## src/shared/sar_converter_cfg.svh

```systemverilog
// constants for the sar_converter sequencer and result dma
// assumes a 50 MHz clock and a 32-bit classic wishbone register bus
`ifndef SAR_CONVERTER_CFG_SVH
`define SAR_CONVERTER_CFG_SVH
`define OFF_TASK_START 12'h000
`define OFF_TASK_SAMPLE 12'h004
`define OFF_TASK_STOP 12'h008
`define OFF_PTR 12'h500
`define OFF_MAXCNT 12'h504
`define OFF_AMOUNT 12'h508
`define OFF_RES 12'h50C
`define OFF_OVS 12'h510
`define OFF_SRATE 12'h514
`define OFF_EVENTS 12'h518
`define OFF_STATUS 12'h51C
`define OFF_CH_HI 7'h30
`define EV_STARTED 0
`define EV_END 1
`define EV_DONE 2
`define EV_RESDONE 3
`define EV_STOPPED 4
`define SRATE_MODE 12
`define CLK_MHZ 50
`define ACQUISITION_TIME_CYC(us) ((us) * `CLK_MHZ)
`define TACQ0_US 3
`define TACQ1_US 5
`define TACQ2_US 10
`define TACQ3_US 15
`define TACQ4_US 20
`define TACQ5_US 40
`define RAW_BITS 14
`endif

```

## src/shared/sar_converter_pkg.sv

```systemverilog
// types shared by the sar_converter sequencer
// assumes the constants header is included by users
package sar_converter_pkg;
  typedef enum logic [2:0] {
    ST_IDLE = 3'b000,
    ST_ACQ = 3'b001,
    ST_CONV = 3'b010,
    ST_DMA = 3'b011
  } seq_state_e;
  typedef struct packed {
    logic [3:0] positive_pin_select;
    logic [3:0] negative_pin_select;
    logic diff;
    logic [2:0] gain;
    logic ref_int;
    logic [2:0] acquisition_time;
  } channel_setup_s;
  typedef struct packed {
    logic sample;
    logic conv_start;
    logic [2:0] ch;
    logic [3:0] pos_sel;
    logic [3:0] neg_sel;
    logic diff;
    logic [2:0] gain;
    logic ref_int;
  } afe_ctrl_s;
  typedef struct packed {
    logic stopped;
    logic result_ready;
    logic done;
    logic buf_end;
    logic started;
  } event_s;
  typedef struct packed {
    logic cyc;
    logic stb;
    logic we;
    logic [3:0] sel;
    logic [31:0] adr;
    logic [31:0] dat;
  } dma_req_s;
endpackage

```

## src/hw/sar_converter.sv

```systemverilog
// sar_converter digital control: scan sequencer, averaging, result packing and dma
// assumes wishbone classic slave and master, analog core answering conv_done
`timescale 1ns/100ps
`include "sar_converter_cfg.svh"
module sar_converter (
  input wire logic clk, // 50 MHz clock
  input wire logic reset, // async, active high
  input wire logic wb_cyc, // bus cycle
  input wire logic wb_stb, // strobe
  input wire logic wb_we, // write
  input wire logic [31:0] wb_adr, // byte address
  input wire logic [3:0] wb_sel, // byte enables
  input wire logic [31:0] wb_dat_w, // write data
  output logic [31:0] wb_dat_r, // read data
  output logic wb_ack, // acknowledge
  input wire logic sample_trig, // sample trigger pulse from routing fabric
  output sar_converter_pkg::afe_ctrl_s afe, // analog core control
  input wire logic afe_conv_done, // conversion finished pulse
  input wire logic [15:0] afe_code, // signed code, 2^14 = full scale
  output sar_converter_pkg::event_s events, // one-cycle event pulses
  output sar_converter_pkg::dma_req_s dma, // dma master request
  input wire logic dma_ack // dma acknowledge
);
  logic wb_ack_q, wb_ack_d;
  logic [31:0] wb_dat_q, wb_dat_d;
  logic [31:0] ptr_q, ptr_d;
  logic [14:0] max_q, max_d, max_act_q, max_act_d;
  logic [14:0] amount_q, amount_d, taken_q, taken_d;
  logic [1:0] res_q, res_d;
  logic [3:0] ovs_q, ovs_d;
  logic [12:0] srate_q, srate_d;
  logic [4:0] evst_q, evst_d;
  sar_converter_pkg::channel_setup_s ch_cfg_q [8];
  sar_converter_pkg::channel_setup_s ch_cfg_d [8];
  sar_converter_pkg::seq_state_e state_q, state_d;
  logic [2:0] cur_q, cur_d;
  logic [11:0] acq_q, acq_d;
  logic [23:0] acc_q, acc_d;
  logic [8:0] avg_q, avg_d;
  logic half_q, half_d;
  logic [15:0] lo_q, lo_d;
  logic [31:0] waddr_q, waddr_d;
  logic [1:0] wnum_q, wnum_d;
  logic started_q, started_d, stop_pend_q, stop_pend_d;
  logic [10:0] tmr_q, tmr_d;
  sar_converter_pkg::afe_ctrl_s afe_q, afe_d;
  sar_converter_pkg::event_s ev_q, ev_d;
  sar_converter_pkg::dma_req_s dma_q, dma_d;
  logic [7:0] ch_en;
  logic wb_hit, wr, t_start, t_sample, t_stop, timer_fire, trig;
  logic first_found, next_found, launch, advance;
  logic [2:0] first_ch, next_ch, launch_ch;
  logic [3:0] sh;
  logic [15:0] scaled, avg_val;
  logic [23:0] acc_new;
  logic [8:0] avg_goal;
  logic [4:0] ev_bits;

  genvar gi;
  generate
    for (gi = 0; gi < 8; gi++) begin : g_en
      assign ch_en[gi] = ch_cfg_q[gi].positive_pin_select != 4'h0;
    end
  endgenerate

  function automatic logic [31:0] merge(input logic [31:0] old, input logic [31:0] nw,
                                        input logic [3:0] sel);
    logic [31:0] r;
    r = old;
    for (int b = 0; b < 4; b++) begin
      if (sel[b]) begin
        r[b*8 +: 8] = nw[b*8 +: 8];
      end
    end
    return r;
  endfunction

  function automatic logic [11:0] acq_cycles(input logic [2:0] code);
    logic [11:0] c;
    case (code)
      3'h0: c = 12'(`ACQUISITION_TIME_CYC(`TACQ0_US));
      3'h1: c = 12'(`ACQUISITION_TIME_CYC(`TACQ1_US));
      3'h2: c = 12'(`ACQUISITION_TIME_CYC(`TACQ2_US));
      3'h3: c = 12'(`ACQUISITION_TIME_CYC(`TACQ3_US));
      3'h4: c = 12'(`ACQUISITION_TIME_CYC(`TACQ4_US));
      default: c = 12'(`ACQUISITION_TIME_CYC(`TACQ5_US));
    endcase
    return c;
  endfunction

  always_comb begin
    first_found = 1'b0;
    first_ch = 3'h0;
    next_found = 1'b0;
    next_ch = 3'h0;
    for (int i = 7; i >= 0; i--) begin
      if (ch_en[i]) begin
        first_found = 1'b1;
        first_ch = 3'(i);
        if (3'(i) > cur_q) begin
          next_found = 1'b1;
          next_ch = 3'(i);
        end
      end
    end
  end

  always_comb begin
    wb_hit = wb_cyc & wb_stb & ~wb_ack_q;
    wr = wb_hit & wb_we;
    t_start = wr & (wb_adr[11:0] == `OFF_TASK_START) & wb_dat_w[0];
    t_sample = wr & (wb_adr[11:0] == `OFF_TASK_SAMPLE) & wb_dat_w[0];
    t_stop = wr & (wb_adr[11:0] == `OFF_TASK_STOP) & wb_dat_w[0];
    timer_fire = started_q & srate_q[`SRATE_MODE] & (tmr_q == 11'h001);
    trig = (t_sample | sample_trig | timer_fire) & started_q;
    // shift from 14-bit raw scale down to resolution, one more when differential
    case (res_q)
      2'h0: sh = 4'h6;
      2'h1: sh = 4'h4;
      2'h2: sh = 4'h2;
      default: sh = (ovs_q == 4'h0) ? 4'h2 : 4'h0;
    endcase
    sh = sh + {3'h0, afe_q.diff};
    scaled = $signed(afe_code) >>> sh;
    acc_new = acc_q + {{8{scaled[15]}}, scaled};
    avg_val = 16'($signed(acc_new) >>> ovs_q);
    avg_goal = 9'h001 << ovs_q;
  end

  always_comb begin
    wb_ack_d = wb_hit;
    wb_dat_d = 32'h0000_0000;
    ptr_d = ptr_q;
    max_d = max_q;
    max_act_d = max_act_q;
    amount_d = amount_q;
    taken_d = taken_q;
    res_d = res_q;
    ovs_d = ovs_q;
    srate_d = srate_q;
    ch_cfg_d = ch_cfg_q;
    state_d = state_q;
    cur_d = cur_q;
    acq_d = acq_q;
    acc_d = acc_q;
    avg_d = avg_q;
    half_d = half_q;
    lo_d = lo_q;
    waddr_d = waddr_q;
    wnum_d = wnum_q;
    started_d = started_q;
    stop_pend_d = stop_pend_q;
    tmr_d = tmr_q;
    afe_d = afe_q;
    afe_d.conv_start = 1'b0;
    ev_d = '0;
    dma_d = dma_q;
    launch = 1'b0;
    launch_ch = first_ch;
    advance = 1'b0;
    ev_bits = 5'h00;
    if (wb_hit & ~wb_we) begin
      if (wb_adr[11:5] == `OFF_CH_HI) begin
        wb_dat_d = {16'h0000, ch_cfg_q[wb_adr[4:2]]};
      end else begin
        case (wb_adr[11:0])
          `OFF_PTR: wb_dat_d = ptr_q;
          `OFF_MAXCNT: wb_dat_d = {17'h0, max_q};
          `OFF_AMOUNT: wb_dat_d = {17'h0, amount_q};
          `OFF_RES: wb_dat_d = {30'h0, res_q};
          `OFF_OVS: wb_dat_d = {28'h0, ovs_q};
          `OFF_SRATE: wb_dat_d = {19'h0, srate_q};
          `OFF_EVENTS: wb_dat_d = {27'h0, evst_q};
          `OFF_STATUS: wb_dat_d = {28'h0, started_q, state_q};
          default: wb_dat_d = 32'h0000_0000;
        endcase
      end
    end
    if (wr) begin
      if (wb_adr[11:5] == `OFF_CH_HI) begin
        ch_cfg_d[wb_adr[4:2]] = 16'(merge({16'h0000, ch_cfg_q[wb_adr[4:2]]}, wb_dat_w,
                                          wb_sel));
      end else begin
        case (wb_adr[11:0])
          `OFF_PTR: ptr_d = merge(ptr_q, wb_dat_w, wb_sel);
          `OFF_MAXCNT: max_d = 15'(merge({17'h0, max_q}, wb_dat_w, wb_sel));
          `OFF_RES: res_d = 2'(merge({30'h0, res_q}, wb_dat_w, wb_sel));
          `OFF_OVS: ovs_d = 4'(merge({28'h0, ovs_q}, wb_dat_w, wb_sel));
          `OFF_SRATE: srate_d = 13'(merge({19'h0, srate_q}, wb_dat_w, wb_sel));
          default: ;
        endcase
      end
    end
    if (started_q & srate_q[`SRATE_MODE]) begin
      tmr_d = (tmr_q <= 11'h001) ? srate_q[10:0] : tmr_q - 11'h001;
    end
    case (state_q)
      sar_converter_pkg::ST_IDLE: begin
        if (t_start) begin
          waddr_d = ptr_q;
          max_act_d = max_q;
          amount_d = 15'h0000;
          taken_d = 15'h0000;
          half_d = 1'b0;
          acc_d = 24'h00_0000;
          avg_d = 9'h000;
          started_d = 1'b1;
          stop_pend_d = 1'b0;
          tmr_d = srate_q[10:0];
          ev_d.started = 1'b1;
        end else if (t_stop) begin
          started_d = 1'b0;
          ev_d.stopped = 1'b1;
        end else if (trig & first_found) begin
          launch = 1'b1;
        end
      end
      sar_converter_pkg::ST_ACQ: begin
        if (t_stop) begin
          state_d = sar_converter_pkg::ST_IDLE;
          afe_d.sample = 1'b0;
          started_d = 1'b0;
          ev_d.stopped = 1'b1;
        end else if (acq_q <= 12'h001) begin
          afe_d.sample = 1'b0;
          afe_d.conv_start = 1'b1;
          state_d = sar_converter_pkg::ST_CONV;
        end else begin
          acq_d = acq_q - 12'h001;
        end
      end
      sar_converter_pkg::ST_CONV: begin
        if (t_stop) begin
          state_d = sar_converter_pkg::ST_IDLE;
          started_d = 1'b0;
          ev_d.stopped = 1'b1;
        end else if (afe_conv_done) begin
          ev_d.done = 1'b1;
          if (avg_q + 9'h001 == avg_goal) begin
            ev_d.result_ready = 1'b1;
            acc_d = 24'h00_0000;
            avg_d = 9'h000;
            taken_d = taken_q + 15'h0001;
            if (half_q) begin
              dma_d = '{1'b1, 1'b1, 1'b1, 4'hF, waddr_q, {avg_val, lo_q}};
              wnum_d = 2'h2;
              state_d = sar_converter_pkg::ST_DMA;
            end else if (taken_q + 15'h0001 == max_act_q) begin
              dma_d = '{1'b1, 1'b1, 1'b1, 4'h3, waddr_q, {16'h0000, avg_val}};
              wnum_d = 2'h1;
              state_d = sar_converter_pkg::ST_DMA;
            end else begin
              lo_d = avg_val;
              half_d = 1'b1;
              advance = 1'b1;
            end
          end else begin
            acc_d = acc_new;
            avg_d = avg_q + 9'h001;
            advance = 1'b1;
          end
        end
      end
      sar_converter_pkg::ST_DMA: begin
        if (t_stop) begin
          stop_pend_d = 1'b1;
        end
        if (dma_ack) begin
          dma_d = '0;
          half_d = 1'b0;
          waddr_d = waddr_q + 32'h0000_0004;
          amount_d = amount_q + {13'h0, wnum_q};
          if (amount_q + {13'h0, wnum_q} == max_act_q) begin
            ev_d.buf_end = 1'b1;
            started_d = 1'b0;
            state_d = sar_converter_pkg::ST_IDLE;
          end else if (stop_pend_q | t_stop) begin
            ev_d.stopped = 1'b1;
            started_d = 1'b0;
            stop_pend_d = 1'b0;
            state_d = sar_converter_pkg::ST_IDLE;
          end else begin
            advance = 1'b1;
          end
        end
      end
      default: state_d = sar_converter_pkg::ST_IDLE;
    endcase
    if (advance) begin
      if (next_found) begin
        launch = 1'b1;
        launch_ch = next_ch;
      end else begin
        state_d = sar_converter_pkg::ST_IDLE;
      end
    end
    if (launch) begin
      cur_d = launch_ch;
      acq_d = acq_cycles(ch_cfg_q[launch_ch].acquisition_time);
      afe_d.sample = 1'b1;
      afe_d.ch = launch_ch;
      afe_d.pos_sel = ch_cfg_q[launch_ch].positive_pin_select;
      afe_d.diff = ch_cfg_q[launch_ch].diff;
      afe_d.neg_sel = ch_cfg_q[launch_ch].diff ?
                      ch_cfg_q[launch_ch].negative_pin_select : 4'h0;
      afe_d.gain = ch_cfg_q[launch_ch].gain;
      afe_d.ref_int = ch_cfg_q[launch_ch].ref_int;
      state_d = sar_converter_pkg::ST_ACQ;
    end
    ev_bits[`EV_STARTED] = ev_d.started;
    ev_bits[`EV_END] = ev_d.buf_end;
    ev_bits[`EV_DONE] = ev_d.done;
    ev_bits[`EV_RESDONE] = ev_d.result_ready;
    ev_bits[`EV_STOPPED] = ev_d.stopped;
    evst_d = evst_q;
    if (wr & (wb_adr[11:0] == `OFF_EVENTS) & wb_sel[0]) begin
      evst_d = evst_q & ~wb_dat_w[4:0];
    end
    evst_d = evst_d | ev_bits;
  end

  always_ff @(posedge clk or posedge reset) begin
    if (reset) begin
      wb_ack_q <= 1'b0;
      wb_dat_q <= 32'h0000_0000;
      ptr_q <= 32'h0000_0000;
      max_q <= 15'h0000;
      max_act_q <= 15'h0000;
      amount_q <= 15'h0000;
      taken_q <= 15'h0000;
      res_q <= 2'h0;
      ovs_q <= 4'h0;
      srate_q <= 13'h0000;
      evst_q <= 5'h00;
      for (int i = 0; i < 8; i++) begin
        ch_cfg_q[i] <= '0;
      end
      state_q <= sar_converter_pkg::ST_IDLE;
      cur_q <= 3'h0;
      acq_q <= 12'h000;
      acc_q <= 24'h00_0000;
      avg_q <= 9'h000;
      half_q <= 1'b0;
      lo_q <= 16'h0000;
      waddr_q <= 32'h0000_0000;
      wnum_q <= 2'h0;
      started_q <= 1'b0;
      stop_pend_q <= 1'b0;
      tmr_q <= 11'h000;
      afe_q <= '0;
      ev_q <= '0;
      dma_q <= '0;
    end else begin
      wb_ack_q <= wb_ack_d;
      wb_dat_q <= wb_dat_d;
      ptr_q <= ptr_d;
      max_q <= max_d;
      max_act_q <= max_act_d;
      amount_q <= amount_d;
      taken_q <= taken_d;
      res_q <= res_d;
      ovs_q <= ovs_d;
      srate_q <= srate_d;
      evst_q <= evst_d;
      ch_cfg_q <= ch_cfg_d;
      state_q <= state_d;
      cur_q <= cur_d;
      acq_q <= acq_d;
      acc_q <= acc_d;
      avg_q <= avg_d;
      half_q <= half_d;
      lo_q <= lo_d;
      waddr_q <= waddr_d;
      wnum_q <= wnum_d;
      started_q <= started_d;
      stop_pend_q <= stop_pend_d;
      tmr_q <= tmr_d;
      afe_q <= afe_d;
      ev_q <= ev_d;
      dma_q <= dma_d;
    end
  end

  assign wb_ack = wb_ack_q;
  assign wb_dat_r = wb_dat_q;
  assign afe = afe_q;
  assign events = ev_q;
  assign dma = dma_q;
endmodule

```

## config.mk

```make
export PLATFORM = sky130hd
export DESIGN_NAME = sar_converter
export DESIGN_NICKNAME = d
export VERILOG_FILES = /design/src/shared/sar_converter_pkg.sv /design/src/hw/sar_converter.sv
export VERILOG_INCLUDE_DIRS = /design/src /design/src/shared
export SDC_FILE = /design/constraint.sdc
export NUM_CORES = 1
export LEC_CHECK = 0
export ABC_CLOCK_PERIOD_IN_PS = 19070
export BUFFER_PORTS_ARGS = -buffer_cell sky130_fd_sc_hd__buf_4
export CAP_MARGIN = 0
export CORE_MARGIN = 1.5
export CORE_UTILIZATION = 61
export CTS_CLUSTER_DIAMETER = 60
export DETAILED_ROUTE_END_ITERATION = 10
export PLACE_DENSITY = 0.9
export SLEW_MARGIN = 30
export SYNTH_ARGS = -nofsm -noshare
export SYNTH_HDL_FRONTEND = slang
export SYNTH_SLANG_ARGS = --single-unit
```

## constraint.sdc

```tcl
create_clock -name clk -period 19.07 [get_ports clk]
set_input_delay 3.814 -clock clk [delete_from_list [all_inputs] [get_ports clk]]
set_output_delay 3.814 -clock clk [all_outputs]
set_load 0.02 [all_outputs]
```

==> key figures <==
Routing
  • Final wirelength: around 79 mm
  • Pre-antenna DRT Iters: 6
  • Detail Route Antenna Nets: 0
  • Drt via density: a little under 7
  • Wire length per cell: between 20 and 25 um
  • Initial DRC count: 2663
  • # DRC: 0
  • Vias: between 20000 and 25000

Hold path
  • Hold WC Path Type: flop to flop

Clock network
  • CTS max path bufs: 3
  • Clock tree from TritonCTS: yes
  • Root Driver: clkbuf_16
  • Clock Latency Late Sink: 610 ps
  • Cts bufs inserted: between 50 and 60
  • Setup bufs post-CTS: 0
  • Hold Buf Count CTS: 0
  • H-tree lvl count: 2
  • CTS sink cnt: 478
  • Clock-pin slew of the registers on the worst-case setup and hold paths: 60 ps
  • # resized after CTS: 0

Floorplanning
  • Top-level I/O count: 219
  • Row count: 77
  • Initial Util: 61.6%
  • Die X: approximately 210 um
  • Die Ht: 214 um
  • Core ar.: 44100 um2
  • Die ar.: approximately 46000 um2

Yosys
  • Synth area leaders: dfrtp_1 44%, mux2_2 10%, nand2_1 4.8%
  • Top cells by count, synth: 478 x dfrtp_1, 346 x nand2_1, 251 x mux2_2
  • Syn Area/Cell: ~10 um2
  • Syn Std Cell Area: 27200 um2
  • Synth area leader: dfrtp_1
  • Post-synth EDFFs: 0
  • FFs w/ async S/R, synth: 100%
  • Syn_nets: 2813
  • Post-Syn Instances: 2687
  • YS warnings: 0
  • Count leader, synth: dfrtp_1
  • Yosys reg bits: 478
  • Sequential share of the synthesized area: between 40% and 50%
  • Post-synth top flop: dfrtp_1
  • Synth cell types: 107
  • Yosys top cell area share: 44.0%

Timing
  • Final Critical Period: 8350 ps
  • Max Freq: 120 MHz
  • Final setup viols: 0
  • RSZ-0062 raised after global routing: no
  • Relative slew slack: 30.5%
  • Final hold slack: 481 ps
  • Tcrit/Tclk final: between 40% and 50%
  • Final TNS setup: 0 ps
  • Final hold violation count: 0
  • Worst Max-Slew Pin Slew: around 1000 ps
  • Clk_skew: roughly 23 ps
  • Max Slew Vio Count: 0

Job
  • Maxcap violations: 0

Worst setup path
  • Required time worst endpoint: approximately 20000 ps
  • Crit. End Element: flop
  • Worst Setup Start Kind: input port
  • CP Data Arrival Time: roughly 9000 ps
  • Worst Path Max Fanout: 53
  • Critical path type: input port to flop

Finish
  • Fill count: 3119
  • Synthesis-to-finish area growth: 13.0%
  • Post-layout net count: 2923
  • Layout cell share with drive strength beyond 1: a little under a quarter
  • Register area: 12000 um2
  • Area of the multi-input gates: roughly 14000 um2

Pwr
  • Power per Cell Area: roughly 72 nW/um2
  • Total leakage power: between 10 and 15 nW
  • Maximum vdd drop: 83.4 uV

GRT
  • Total gr overflow: 0
  • First-pass GRT wire length: 125 mm
  • Number of global-route vias before repair: 22600
  • Largest net degree at the start of global routing: 119
  • GR Util All Layers: roughly 34%
  • Initial antenna violation count: 4

Placed design
  • PortBufs: 198
  • Gpl congestion: 0.982
  • HPWL after detailed placement: 54.1 mm

Status
  • Status: complete, no violations
area by class of cell:
| class | instances | share of cell area [%] |
|---|---|---|
| Inverter | 51 | 0.647 |
| Multi-Input combinational cell | 1986 | 47.0 |
| Timing Repair Buffer | 229 | 5.69 |
| Sequential cell | 478 | 38.9 |
| Tap cell | 592 | 2.41 |
| Antenna cell | 2 | 0.0163 |
| Clock buffer | 80 | 4.96 |
| Clock inverter | 13 | 0.395 |
layout by cell type, fill, tap and decap left out, types with 45 or more instances in the layout:
cell type    n
nand3_1     64
buf_4      221
a21oi_1     92
o21ai_0    178
clkbuf_16   52
mux2i_1     91
mux4_2      45
nand2_1    346
dfrtp_1    477
nor2_1     185
mux2_2     251
a22o_1      51
report_power, final:
group | total (mW) | switching (mW) | internal, mW
clock network | 0.983 | 0.420 | 0.564
logic | 0.185 | 0.118 | 0.0674
registers | 1.05 | 0.0202 | 1.03
metrics by stage:
stage | setup slack [ps] | instances | util, % | cell area (um2) | power, mW
3_5_place_dp | 10280 | 3336 | 65.9 | 29100 | 1.25
3_3_place_gp | 10420 | 3331 | 65.7 | 29000 | 1.24
6_report | 10720 | 3431 | 69.7 | 30700 | 2.22
5_1_grt | 10620 | 3431 | 69.7 | 30700 | 2.28
2_1_floorplan | 1920 | 2687 | - | 27200 | 1.18
4_1_cts | 10870 | 3429 | 69.6 | 30700 | 2.22
worst max-delay path: stages:
cell and delay (ps):
buf_4 230, nor4_1 690, nand2_1 210, or4_1 630, nand4_1 390, inv_2 200
o211ai_2 130, o41ai_4 220, mux2i_4 350, buf_4 740, mux2i_1 170, mux2_2 310
o22ai_2 520, a22o_1 220
layer usage:
layer  track usage [%]  part of all wire (%)  vias to the layer above
li1                  -                     -                    10100
met1              45.6                    39                    11300
met2              54.2                    47                     1369
met3              7.46                   9.6                      325
met4              14.1                   4.5                        2
met5                 0                 0.021                        -
sequential cells by signal, summed over array words and instances (netlist names), 2 cells and up:
register   cells
amount_q      15
ovs_q          4
evst_q         5
events         5
avg_q          9
max_q         15
waddr_q       32
res_q          2
max_act_q     15
acc_q         24
wnum_q         2
ch_cfg_q     128
srate_q       13
tmr_q         11
dma           66
ptr_q         32
lo_q          16
afe           18
state_q        3
acq_q         12
wb_dat_r      32
taken_q       15
worst paths after layout:
check,depth (start not counted),end,startpoint,slack (ps)
setup / recovery,14,afe[5]$_DFFE_PP0P_,wb_adr[4],10720
hold / removal,2,acc_q[18]$_DFFE_PP0P_,acc_q[18]$_DFFE_PP0P_,480
setup reg to reg,21,lo_q[7]$_DFFE_PP0P_,ovs_q[3]$_DFFE_PP0P_,11990
hold reg to reg,2,acc_q[18]$_DFFE_PP0P_,acc_q[18]$_DFFE_PP0P_,480
max in group asynchronous,5,wb_dat_r[25]$_DFF_PP0_,reset,12970
min in group asynchronous,2,acq_q[8]$_DFFE_PP0P_,reset,3330
logic make-up (layout without fill, tap and decap cells):
logic type                 after synthesis  in the layout  synth area share (%)
and+or+nand+nor                        849            849                  14.8
AOI/OAI and AO/OA                      641            641                  16.1
DFF                                    478            478                  44.0
muxes                                  391            391                  17.7
buffers and inverters                  223            373                  3.45
xor gates and xnor gates                70             70                  2.30
adders and majority gates               34             34                  1.62
other                                    1              3                0.0138
(Power assumes the default switching activity.)
